File: src/hw/t1_alarm_pkg.sv
// Constants shared by the T1 alarm and performance monitor.
`default_nettype none
package t1_alarm_pkg;
  // ----------------------------------------
  // Timing
  // ----------------------------------------
  localparam int unsigned CLK_PERIOD_NS = 20;
  localparam int unsigned SECOND_NS     = 1000000000;
  localparam int unsigned SECOND_CYCLES = SECOND_NS / CLK_PERIOD_NS;
  localparam int unsigned FLASH_NS      = 250000000;
  localparam int unsigned FLASH_CYCLES  = FLASH_NS / CLK_PERIOD_NS;
  // ----------------------------------------
  // Line thresholds
  // ----------------------------------------
  localparam int unsigned BLUE_RUN_BITS  = 2316;
  localparam int unsigned LOS_ZERO_BITS  = 175;
  localparam int unsigned SES_BPV_LIMIT  = 1544;
  localparam int unsigned SES_FBE_LIMIT  = 8;
  localparam int unsigned SES_CRC_LIMIT  = 320;
  // ----------------------------------------
  // Register word addresses
  // ----------------------------------------
  localparam logic [2:0] ADDR_CONTROL = 3'h0;
  localparam logic [2:0] ADDR_ALARMS  = 3'h1;
  localparam logic [2:0] ADDR_EVENTS  = 3'h2;
  localparam logic [2:0] ADDR_MASK    = 3'h3;
  localparam logic [2:0] ADDR_ES_CNT  = 3'h4;
  localparam logic [2:0] ADDR_SES_CNT = 3'h5;
  // ----------------------------------------
  // Alarm and event bit positions
  // ----------------------------------------
  localparam int unsigned BIT_LOS     = 0;
  localparam int unsigned BIT_BPV     = 1;
  localparam int unsigned BIT_YELLOW  = 2;
  localparam int unsigned BIT_BLUE    = 3;
  localparam int unsigned BIT_LINK    = 4;
  localparam int unsigned BIT_CODE    = 5;
  localparam int unsigned BIT_CARRIER = 6;
  localparam int unsigned BIT_MUX     = 7;
  localparam int unsigned BIT_ES      = 8;
  localparam int unsigned BIT_SES     = 9;
  localparam int unsigned NUM_EVENTS  = 10;
  // ----------------------------------------
  // Reset values
  // ----------------------------------------
  localparam logic [1:0] CONTROL_RESET = 2'h0;
  localparam logic [9:0] MASK_RESET    = 10'h000;
endpackage
`default_nettype wire

File: src/hw/t1_radio_alarm_monitor.sv
// T1 line and radio alarm monitor with errored-second counting.
// How it works
// - Panel lamps and alarm register share bits.
// - Red alarm when no line signal.
// - Bipolar-violation alarm when violations arrive.
// - Yellow received flashes the combined lamp.
// - Blue code holds the combined lamp on.
// - Radio link alarm while link down.
// - Code lock alarm while data unsynchronised.
// - Carrier lock alarm while frequency unsynchronised.
// - Mux frame alarm while mux unframed.
// - AMI: violation or framing error errs second.
// - ESF: violation or CRC error errs second.
// - AMI severe: 1544 violations or 8 framing.
// - ESF severe: 1544 violations or 320 CRC.
//
// The Avalon-MM register port and the address map were chosen for this implementation.
`timescale 1ns/100ps
`default_nettype none
module t1_radio_alarm_monitor #(
  parameter int unsigned SEC_CYC   = t1_alarm_pkg::SECOND_CYCLES,
  parameter int unsigned FLASH_CYC = t1_alarm_pkg::FLASH_CYCLES,
  parameter int unsigned CNT_W     = 16
) (
  input  wire logic        clk_i,
  input  wire logic        sys_rst_i,
  input  wire logic [2:0]  address_i,
  input  wire logic        read_i,
  input  wire logic        write_i,
  input  wire logic [3:0]  byteenable_i,
  input  wire logic [31:0] writedata_i,
  output logic [31:0]      readdata_o,
  output logic             waitrequest_o,
  input  wire logic        line_clk_i,
  input  wire logic        line_pos_i,
  input  wire logic        line_neg_i,
  input  wire logic        yellow_rx_i,
  input  wire logic        fbit_err_i,
  input  wire logic        crc_err_i,
  input  wire logic        radio_link_up_i,
  input  wire logic        code_locked_i,
  input  wire logic        carrier_locked_i,
  input  wire logic        mux_framed_i,
  output logic             red_led_o,
  output logic             bpv_led_o,
  output logic             remote_or_blue_alarm_o,
  output logic             radio_link_alarm_o,
  output logic             code_lock_led_o,
  output logic             carrier_lock_led_o,
  output logic             mux_frame_lock_alarm_o,
  output logic             irq_o
);
  import t1_alarm_pkg::*;

  // ----------------------------------------
  // Line synchronisers and edge finding
  // ----------------------------------------
  // The line clock is only sampled; 160 ns periods give eight samples each.
  logic [2:0] lclk_q;
  logic [1:0] pos_q;
  logic [1:0] neg_q;
  logic       bit_stb;
  always_ff @(posedge clk_i or posedge sys_rst_i) begin
    if (sys_rst_i) begin
      lclk_q <= 3'h0;
      pos_q  <= 2'h0;
      neg_q  <= 2'h0;
    end else begin
      lclk_q <= {lclk_q[1:0], line_clk_i};
      pos_q  <= {pos_q[0], line_pos_i};
      neg_q  <= {neg_q[0], line_neg_i};
    end
  end
  assign bit_stb = lclk_q[1] & ~lclk_q[2];

  // ----------------------------------------
  // Control register
  // ----------------------------------------
  logic [1:0] control_q;
  logic       esf_mode;
  logic       acc_q;
  logic       wr_ok;
  assign esf_mode = control_q[0];
  assign wr_ok    = write_i & acc_q & byteenable_i[0];
  always_ff @(posedge clk_i or posedge sys_rst_i) begin
    if (sys_rst_i) begin
      control_q <= CONTROL_RESET;
    end else if (wr_ok && address_i == ADDR_CONTROL) begin
      control_q <= writedata_i[1:0];
    end
  end

  // ----------------------------------------
  // Line decoding: loss, violations, blue code
  // ----------------------------------------
  logic       mark;
  logic       last_pol_q;
  logic       pol_known_q;
  logic       bpv_pulse;
  logic [7:0] zero_run_q;
  logic       los_q;
  logic [11:0] ones_run_q;
  logic       zero_seen_q;
  logic       blue_q;
  assign mark      = pos_q[1] | neg_q[1];
  // No polarity is known until the first mark, so that mark is never a violation.
  assign bpv_pulse = bit_stb & mark & pol_known_q & (pos_q[1] ? last_pol_q : ~last_pol_q)
                     & ~(pos_q[1] & neg_q[1]);
  always_ff @(posedge clk_i or posedge sys_rst_i) begin
    if (sys_rst_i) begin
      last_pol_q  <= 1'b0;
      pol_known_q <= 1'b0;
    end else if (bit_stb && mark) begin
      last_pol_q  <= pos_q[1];
      pol_known_q <= 1'b1;
    end
  end
  always_ff @(posedge clk_i or posedge sys_rst_i) begin
    if (sys_rst_i) begin
      zero_run_q <= 8'h00;
      los_q      <= 1'b1;
    end else if (bit_stb) begin
      if (mark) begin
        zero_run_q <= 8'h00;
        los_q      <= 1'b0;
      end else if (zero_run_q == 8'(LOS_ZERO_BITS - 1)) begin
        los_q      <= 1'b1;
      end else begin
        zero_run_q <= zero_run_q + 8'h01;
      end
    end
  end
  // A run restarts at the second zero, keeping the first one tolerated.
  always_ff @(posedge clk_i or posedge sys_rst_i) begin
    if (sys_rst_i) begin
      ones_run_q  <= 12'h000;
      zero_seen_q <= 1'b0;
      blue_q      <= 1'b0;
    end else if (bit_stb) begin
      if (!mark && zero_seen_q) begin
        ones_run_q <= 12'h000;
        blue_q     <= 1'b0;
      end else begin
        zero_seen_q <= zero_seen_q | ~mark;
        if (ones_run_q == 12'(BLUE_RUN_BITS - 1)) begin
          blue_q <= 1'b1;
        end else begin
          ones_run_q <= ones_run_q + 12'h001;
        end
      end
      if (!mark && zero_seen_q) begin
        zero_seen_q <= 1'b0;
      end
    end
  end

  // ----------------------------------------
  // One-second timebase and tallies
  // ----------------------------------------
  logic [31:0] sec_cnt_q;
  logic        sec_end;
  logic [10:0] bpv_tally_q;
  logic [8:0]  err_tally_q;
  logic        err_pulse;
  logic        errored;
  logic        severe;
  logic        bpv_prev_q;
  assign sec_end   = sec_cnt_q == SEC_CYC - 1;
  assign err_pulse = esf_mode ? crc_err_i : fbit_err_i;
  assign errored   = bpv_tally_q != 11'h000 || err_tally_q != 9'h000;
  assign severe    = bpv_tally_q >= 11'(SES_BPV_LIMIT)
                     || (esf_mode ? err_tally_q >= 9'(SES_CRC_LIMIT)
                                  : err_tally_q >= 9'(SES_FBE_LIMIT));
  always_ff @(posedge clk_i or posedge sys_rst_i) begin
    if (sys_rst_i) begin
      sec_cnt_q <= 32'h0000_0000;
    end else begin
      sec_cnt_q <= sec_end ? 32'h0000_0000 : sec_cnt_q + 32'h0000_0001;
    end
  end
  // Tallies saturate at SES_BPV_LIMIT and SES_CRC_LIMIT (also in AMI mode); only the threshold matters.
  always_ff @(posedge clk_i or posedge sys_rst_i) begin
    if (sys_rst_i) begin
      bpv_tally_q <= 11'h000;
      err_tally_q <= 9'h000;
      bpv_prev_q  <= 1'b0;
    end else if (sec_end) begin
      // A pulse in the boundary cycle opens the next second instead of being lost.
      bpv_tally_q <= {10'h000, bpv_pulse};
      err_tally_q <= {8'h00, err_pulse};
      bpv_prev_q  <= bpv_tally_q != 11'h000 || bpv_pulse;
    end else begin
      if (bpv_pulse && bpv_tally_q < 11'(SES_BPV_LIMIT)) begin
        bpv_tally_q <= bpv_tally_q + 11'h001;
      end
      if (err_pulse && err_tally_q < 9'(SES_CRC_LIMIT)) begin
        err_tally_q <= err_tally_q + 9'h001;
      end
    end
  end

  // ----------------------------------------
  // Errored and severely errored second counters
  // ----------------------------------------
  logic [CNT_W-1:0] es_cnt_q;
  logic [CNT_W-1:0] ses_cnt_q;
  logic             es_evt;
  logic             ses_evt;
  assign es_evt  = sec_end & errored;
  assign ses_evt = sec_end & severe;
  always_ff @(posedge clk_i or posedge sys_rst_i) begin
    if (sys_rst_i) begin
      es_cnt_q <= '0;
    end else if (wr_ok && address_i == ADDR_ES_CNT) begin
      es_cnt_q <= '0;
    end else if (es_evt && ~&es_cnt_q) begin
      es_cnt_q <= es_cnt_q + CNT_W'(1);
    end
  end
  always_ff @(posedge clk_i or posedge sys_rst_i) begin
    if (sys_rst_i) begin
      ses_cnt_q <= '0;
    end else if (wr_ok && address_i == ADDR_SES_CNT) begin
      ses_cnt_q <= '0;
    end else if (ses_evt && ~&ses_cnt_q) begin
      ses_cnt_q <= ses_cnt_q + CNT_W'(1);
    end
  end

  // ----------------------------------------
  // Alarm vector, shared by register and lamps
  // ----------------------------------------
  logic [NUM_EVENTS-1:0] alarm_d;
  logic [NUM_EVENTS-1:0] alarm_q;
  always_comb begin
    alarm_d              = '0;
    alarm_d[BIT_LOS]     = los_q;
    alarm_d[BIT_BPV]     = bpv_prev_q | (bpv_tally_q != 11'h000);
    alarm_d[BIT_YELLOW]  = yellow_rx_i & ~blue_q;
    alarm_d[BIT_BLUE]    = blue_q;
    alarm_d[BIT_LINK]    = ~radio_link_up_i;
    alarm_d[BIT_CODE]    = ~code_locked_i;
    alarm_d[BIT_CARRIER] = ~carrier_locked_i;
    alarm_d[BIT_MUX]     = ~mux_framed_i;
  end
  always_ff @(posedge clk_i or posedge sys_rst_i) begin
    if (sys_rst_i) begin
      alarm_q <= '0;
    end else begin
      alarm_q <= alarm_d;
    end
  end

  // ----------------------------------------
  // Flash timer and lamp drive
  // ----------------------------------------
  logic [31:0] flash_cnt_q;
  logic        flash_q;
  always_ff @(posedge clk_i or posedge sys_rst_i) begin
    if (sys_rst_i) begin
      flash_cnt_q <= 32'h0000_0000;
      flash_q     <= 1'b0;
    end else if (flash_cnt_q == FLASH_CYC - 1) begin
      flash_cnt_q <= 32'h0000_0000;
      flash_q     <= ~flash_q;
    end else begin
      flash_cnt_q <= flash_cnt_q + 32'h0000_0001;
    end
  end
  // Lamps read the same flops the register reads, so only the combined lamp, gated by the yellow flash, can differ from them.
  assign red_led_o              = alarm_q[BIT_LOS];
  assign bpv_led_o              = alarm_q[BIT_BPV];
  assign remote_or_blue_alarm_o = alarm_q[BIT_BLUE]
                                  | (alarm_q[BIT_YELLOW] & flash_q);
  assign radio_link_alarm_o     = alarm_q[BIT_LINK];
  assign code_lock_led_o        = alarm_q[BIT_CODE];
  assign carrier_lock_led_o     = alarm_q[BIT_CARRIER];
  assign mux_frame_lock_alarm_o = alarm_q[BIT_MUX];

  // ----------------------------------------
  // Sticky events, mask and interrupt
  // ----------------------------------------
  logic [NUM_EVENTS-1:0] set_evt;
  logic [NUM_EVENTS-1:0] event_q;
  logic [NUM_EVENTS-1:0] mask_q;
  logic [NUM_EVENTS-1:0] w1c;
  always_comb begin
    set_evt          = alarm_d & ~alarm_q;
    set_evt[BIT_ES]  = es_evt;
    set_evt[BIT_SES] = ses_evt;
  end
  assign w1c = (wr_ok && address_i == ADDR_EVENTS) ? writedata_i[NUM_EVENTS-1:0] : '0;
  // Setting wins over a clear in the same cycle.
  always_ff @(posedge clk_i or posedge sys_rst_i) begin
    if (sys_rst_i) begin
      event_q <= '0;
    end else begin
      event_q <= (event_q & ~w1c) | set_evt;
    end
  end
  always_ff @(posedge clk_i or posedge sys_rst_i) begin
    if (sys_rst_i) begin
      mask_q <= MASK_RESET;
    end else if (write_i && acc_q && address_i == ADDR_MASK) begin
      if (byteenable_i[0]) begin
        mask_q[7:0] <= writedata_i[7:0];
      end
      if (byteenable_i[1]) begin
        mask_q[9:8] <= writedata_i[9:8];
      end
    end
  end
  assign irq_o = |(event_q & mask_q);

  // ----------------------------------------
  // Avalon-MM slave
  // ----------------------------------------
  // Every access waits exactly one cycle; data is ready when waitrequest drops.
  logic [31:0] rd_d;
  logic [31:0] readdata_q;
  always_comb begin
    rd_d = 32'h0000_0000;
    unique case (address_i)
      ADDR_CONTROL: rd_d[1:0]            = control_q;
      ADDR_ALARMS:  rd_d[NUM_EVENTS-1:0] = alarm_q;
      ADDR_EVENTS:  rd_d[NUM_EVENTS-1:0] = event_q;
      ADDR_MASK:    rd_d[NUM_EVENTS-1:0] = mask_q;
      ADDR_ES_CNT:  rd_d[CNT_W-1:0]      = es_cnt_q;
      ADDR_SES_CNT: rd_d[CNT_W-1:0]      = ses_cnt_q;
      default:      rd_d                 = 32'h0000_0000;
    endcase
  end
  always_ff @(posedge clk_i or posedge sys_rst_i) begin
    if (sys_rst_i) begin
      acc_q      <= 1'b0;
      readdata_q <= 32'h0000_0000;
    end else begin
      acc_q <= (read_i | write_i) & ~acc_q;
      if (read_i && !acc_q) begin
        readdata_q <= rd_d;
      end
    end
  end
  assign waitrequest_o = (read_i | write_i) & ~acc_q;
  assign readdata_o    = readdata_q;
endmodule
`default_nettype wire

File: config.mk
export PLATFORM = sky130hd
export DESIGN_NAME = t1_radio_alarm_monitor
export DESIGN_NICKNAME = d
export VERILOG_FILES = /design/src/hw/t1_alarm_pkg.sv /design/src/hw/t1_radio_alarm_monitor.sv
export SDC_FILE = /design/constraint.sdc
export NUM_CORES = 1
export LEC_CHECK = 0
export BUFFER_PORTS_ARGS = -buffer_cell sky130_fd_sc_hd__buf_2
export CAP_MARGIN = 10
export CORE_UTILIZATION = 50
export CTS_CLUSTER_SIZE = 10
export DETAILED_ROUTE_END_ITERATION = 10
export PLACE_DENSITY_LB_ADDON = 0.25
export SLEW_MARGIN = 20
export SYNTH_ARGS = -nofsm -noshare
export SYNTH_HDL_FRONTEND = slang
export SYNTH_SLANG_ARGS = --single-unit
File: constraint.sdc
create_clock -name clk_i -period 19.5 [get_ports clk_i]
set_input_delay 5.85 -clock clk_i [delete_from_list [all_inputs] [get_ports clk_i]]
set_output_delay 5.85 -clock clk_i [all_outputs]
set_load 0.02 [all_outputs]
After elaboration in Yosys (flattened, before gate mapping) --
Cells that the tools add are included.
Word-level totals: output and inout port bits 41, register bits 197, input port bits 53
Cells by class: reductions and logical operators 38, multiplexer cells 26, bitwise gates (word level) 35, equality and inequality tests 11, add/sub/neg operators 8, order comparisons 5
Operators with widths (number):
- $add 32x1->32 const B | 2
- $mux 16 | 4
- $mux 32 | 2
- $pmux 8 s5 | 1
- $add 16x1->16 const B | 2
- $eq 32x24->1 const B | 1
- $eq 32x26->1 const B | 1
- $reduce_and 16->1 | 2
- $mux 12 | 2
- $mux 11 | 2
- $and 10x10->10 | 2
- $mux 9 | 2
- $mux 8 | 2
- $and 1x1->1 | 13
- $logic_and 1x1->1 | 13
- $add 12x1->12 const B | 1
- $eq 12x12->1 const B | 1
- $pmux 2 s6 | 1
- $pmux 6 s2 | 1
- $reduce_and 2->1 | 6
- $reduce_bool 2->1 | 6
- $add 11x1->11 const B | 1
- $ge 11x11->1 const B | 1
- $lt 11x11->1 const B | 1
- other kinds (24) | 53

Logic depth before layout (Yosys ltp) --
word-level depth 9, depth in mapped cells 8, depth with buffers taken out 7

Least setup slack after synthesis --
No wires, ideal clock.
path type input -> output, start point input port write_i, end point output port waitrequest_o, setup slack 7.470 ns, arrival 6.180 ns, cell stages on the path 2, required time 13.650 ns, path buffers 0, cells stage by stage nor2_1 > nor2_1
On the way: word-level cells in the longest chain between the ends 2
Ends and longest elaborated chain:
- start: declaration | line t1_radio_alarm_monitor.sv:29 | input wire logic write_i,
- $or 1x1->1 | line t1_radio_alarm_monitor.sv:344 | assign waitrequest_o = (read_i | write_i) & ~acc_q;
- $and 1x1->1 | line t1_radio_alarm_monitor.sv:344
- end: declaration | line t1_radio_alarm_monitor.sv:33 | output logic waitrequest_o,
Every way passes these cells.

Worst setup path after layout --
Ends and elaborated chain as after synthesis.

==> impl_results.md <==
- Hold crit path type: flop to flop
- Area occupied by registers: 4931 um^2
- GRT Residual Overflow: 0
- First-pass GRT wire length: around 36 mm
- Leak pwr: about 4.8 nW
- Setup TNS Final: 0 ns
- Cts repair resizes: 0
- WL/cell: roughly 16 um
- Slew Viols, Final: 0
- Full die area: 20650 um^2
- PD cells: about 90 nW/um^2
- Nets: 1129
- Antenna violations before repair: 0
- Startpoint types: input pin
- Fin util: 56.52%
- Sw Ratio: about 30%
- Root Driver: clkbuf_16
- Final period util: slightly above 60%
- GRT Util Overall: around 22%
- Iter 0 DRT Violations: 506
- Detailed placement HPWL: 14.62 mm
- Area growth syn-to-layout: 10.27%
- Clock network latency to the later pin of the worst-skew pair: roughly 0.44 ns
- Seq cells post-synth: 197
- Post-synth top flop: dfrtp_1
- Area occupied by multi-input gates: 4795 um^2
- Pre-antenna DRT Iters: 5
- Share of layout cells above drive strength 1: 12.09%
- Share of flip-flops with an asynchronous set or reset: 100.0%
- Synthesized instance count: between 1000 and 1500
- Most common cell after layout, fill and taps aside: dfrtp_1
- Yosys cell types: 65
- Max-Cap Viols: 0
- Fillers: ~1700
- Core Area: 19590 um^2
- Comb pwr share: between 10 and 15%
- Design area: 11070 um^2
- DRC: 0
- Worst-path maximum fanout: 4
- CP Data Arrival Time: 6.30 ns
- Clock power share: 35.8%
- PortBufs: 53
- WS Path Type: input pin to primary output
- Seq pwr share: 50.3%
- Net Switching: slightly below 0.3 mW
- Routed Antenna Nets: 0
- Via count: 7679
- Num ports: 94
- Max_slew headroom: between 20% and 30%
- Postcts setup bufs: 0
- Vias in the first global route: 7294
- Worst reg-to-reg setup slack: 16.53 ns
- Hold Fails Final Rpt: 0
- Avg Cell Area, Syn: 9.815 um^2
- Syn. warnings: 0
- Worst path required time: 13.65 ns
- Placed Area: 10490 um^2
- Measured slew at the worst slew-check pin: between 1 and 1.5 ns
- Vias per cell: ~5.7
- Most frequent cells in the layout: dfrtp_1 (196), nand2_1 (102), nor2_1 (99)
- Row cnt: 51
- Sink Count: 197
- Pin count of the biggest net entering global routing: 142
- Fin crit period: 12.15 ns
- Max Freq: 82.33 MHz
- Peak VDD IR: between 0.06 and 0.07 mV
- CP Capture Type: primary output
- Post-synthesis sequential area ratio: around half
- CTS H-tree depth: 4
- RSZ-0062 raised after global routing: no
- Mapped Area: between 10000 and 15000 um^2
- Initial Utilization: roughly half
- Setup WS post-layout: around 7.4 ns
- Pre-CTS WS: roughly 7.4 ns
- Routed wire length: 21.22 mm
- Ant diodes: 0
- CTS Hold Bufs: 0
- CTS tree: yes
- Final setup violating endpoints: 0
- Worst-path clk slew: 0.07 ns
- Max clock buf depth: 2
- Status: finished, final reports clean
- Chip Height: 143.7 um
- Clk_skew: roughly 0.011 ns
- Internal cell power: 0.6897 mW
- GP Congestion: 0.8351
- Die Width: 143.7 um
- CTS buffer count: 17
- Number of flops mapped to enable cells by yosys: 0
[cells in the mapped netlist, types with 3 or more instances]
master	instances	share of area (%)
or3_1	12	0.75
inv_1	31	1.2
and3_1	15	0.93
o31ai_1	24	1.8
nand3_1	51	2.5
nor4_2	3	0.37
a22oi_1	7	0.52
mux2_2	14	1.6
nor4_1	18	1.1
o211a_1	3	0.30
xnor2_1	39	3.4
o21ai_0	26	1.3
o2111ai_1	3	0.26
or4_1	21	1.6
buf_4	17	1.3
a21oi_1	47	2.3
dfrtp_1	196	49
buf_2	6	0.30
a221oi_1	3	0.26
nand2_1	102	3.8
a22o_1	19	1.7
xor2_1	37	3.2
ha_1	14	1.7
mux2i_1	30	3.0
or2_2	10	0.62
nor4b_1	3	0.26
o2bb2ai_1	4	0.35
nor2b_1	7	0.44
o21a_1	3	0.22
nor3_1	22	1.1
and2_1	7	0.44
nand4_1	37	2.3
o22ai_1	6	0.37
buf_1	3	0.11
nor2_1	99	3.7
clkbuf_1	28	1.0
and4_1	13	1.1
nand2b_1	8	0.50
[state kept, by name, summed over array words and instances, names as in the netlist, 3 cells and up]
| register | flops |
|---|---|
| alarm_q | 8 |
| bpv_tally_q | 11 |
| err_tally_q | 9 |
| es_cnt_q | 16 |
| event_q | 10 |
| flash_cnt_q | 32 |
| lclk_q | 3 |
| mask_q | 10 |
| ones_run_q | 12 |
| readdata_o | 16 |
| sec_cnt_q | 32 |
| ses_cnt_q | 16 |
| zero_run_q | 8 |
[per-stage QoR]
| step | cells | hold WS, ns | power (mW) |
|---|---|---|---|
| 4_1_cts | 1340 | 0.3562 | 0.9891 |
| 5_1_grt | 1340 | 0.3740 | 1.031 |
| 3_5_place_dp | 1308 | 0.3387 | 0.6375 |
| 6_report | 1340 | 0.3529 | 0.9809 |
| 2_1_floorplan | 1038 | 0.3312 | 0.5934 |
| 3_3_place_gp | 1308 | 0.3357 | 0.6319 |
[path summary, 6_finish.rpt]
path	from	to	depth (start not counted)
max	write_i	waitrequest_o	4
min	lclk_q[0]	lclk_q[1]	0
max reg2reg	sec_cnt_q[0]	ses_cnt_q[4]	6
min reg2reg	lclk_q[0]	lclk_q[1]	0
max in group asynchronous	sys_rst_i	ses_cnt_q[0]	3
min in group asynchronous	sys_rst_i	sec_cnt_q[6]	2
[cell families (layout without fill, tap and decap cells)]
| logic type | count (synthesis) | in the layout | synth area share (%) |
|---|---|---|---|
| simple gates | 444 | 444 | 23.10 |
| flops | 197 | 197 | 49.11 |
| compound gates | 162 | 162 | 10.93 |
| buf+inv | 85 | 122 | 3.888 |
| xor+xnor | 76 | 76 | 6.629 |
| mux | 44 | 44 | 4.561 |
| fa+ha+maj | 14 | 14 | 1.745 |
| other cells | 1 | 16 | 0.03735 |
[power by group through the flow]
stage / Clock [mW] / Sequential, mW / Combinational (mW)
5_1_grt: 0.374 / 0.500 / 0.156
3_3_place_gp: 0 / 0.499 / 0.133
3_5_place_dp: 0 / 0.501 / 0.137
4_1_cts: 0.358 / 0.493 / 0.138
6_report: 0.351 / 0.493 / 0.137
2_1_floorplan: 0 / 0.493 / 0.101
[per-layer routing]
| layer | up-vias | wire length, um | global-route usage, % |
|---|---|---|---|
| met5 | - | 0 | 0 |
| li1 | 3741 | - | - |
| met2 | 144 | 10110 | 35.62 |
| met3 | 17 | 634 | 2.632 |
| met1 | 3777 | 10220 | 31.06 |
| met4 | 0 | 263 | 6.607 |
[worst max-delay path, cell delays in order]
cell and delay, ns:
buf_2 0.11, nor2_1 0.05, nor2_1 0.10, buf_2 0.18
[cell type report]
type / count / share of cell area [%]
Clock buffer: 20 / 4.034
Clock inverter: 12 / 1.209
Inverter: 31 / 1.119
Multi-Input combinational cell: 756 / 43.30
Sequential cell: 197 / 44.54
Tap cell: 265 / 2.995
Timing Repair Buffer: 59 / 2.803
No activity file was read; power rests on OpenSTA's default activity.
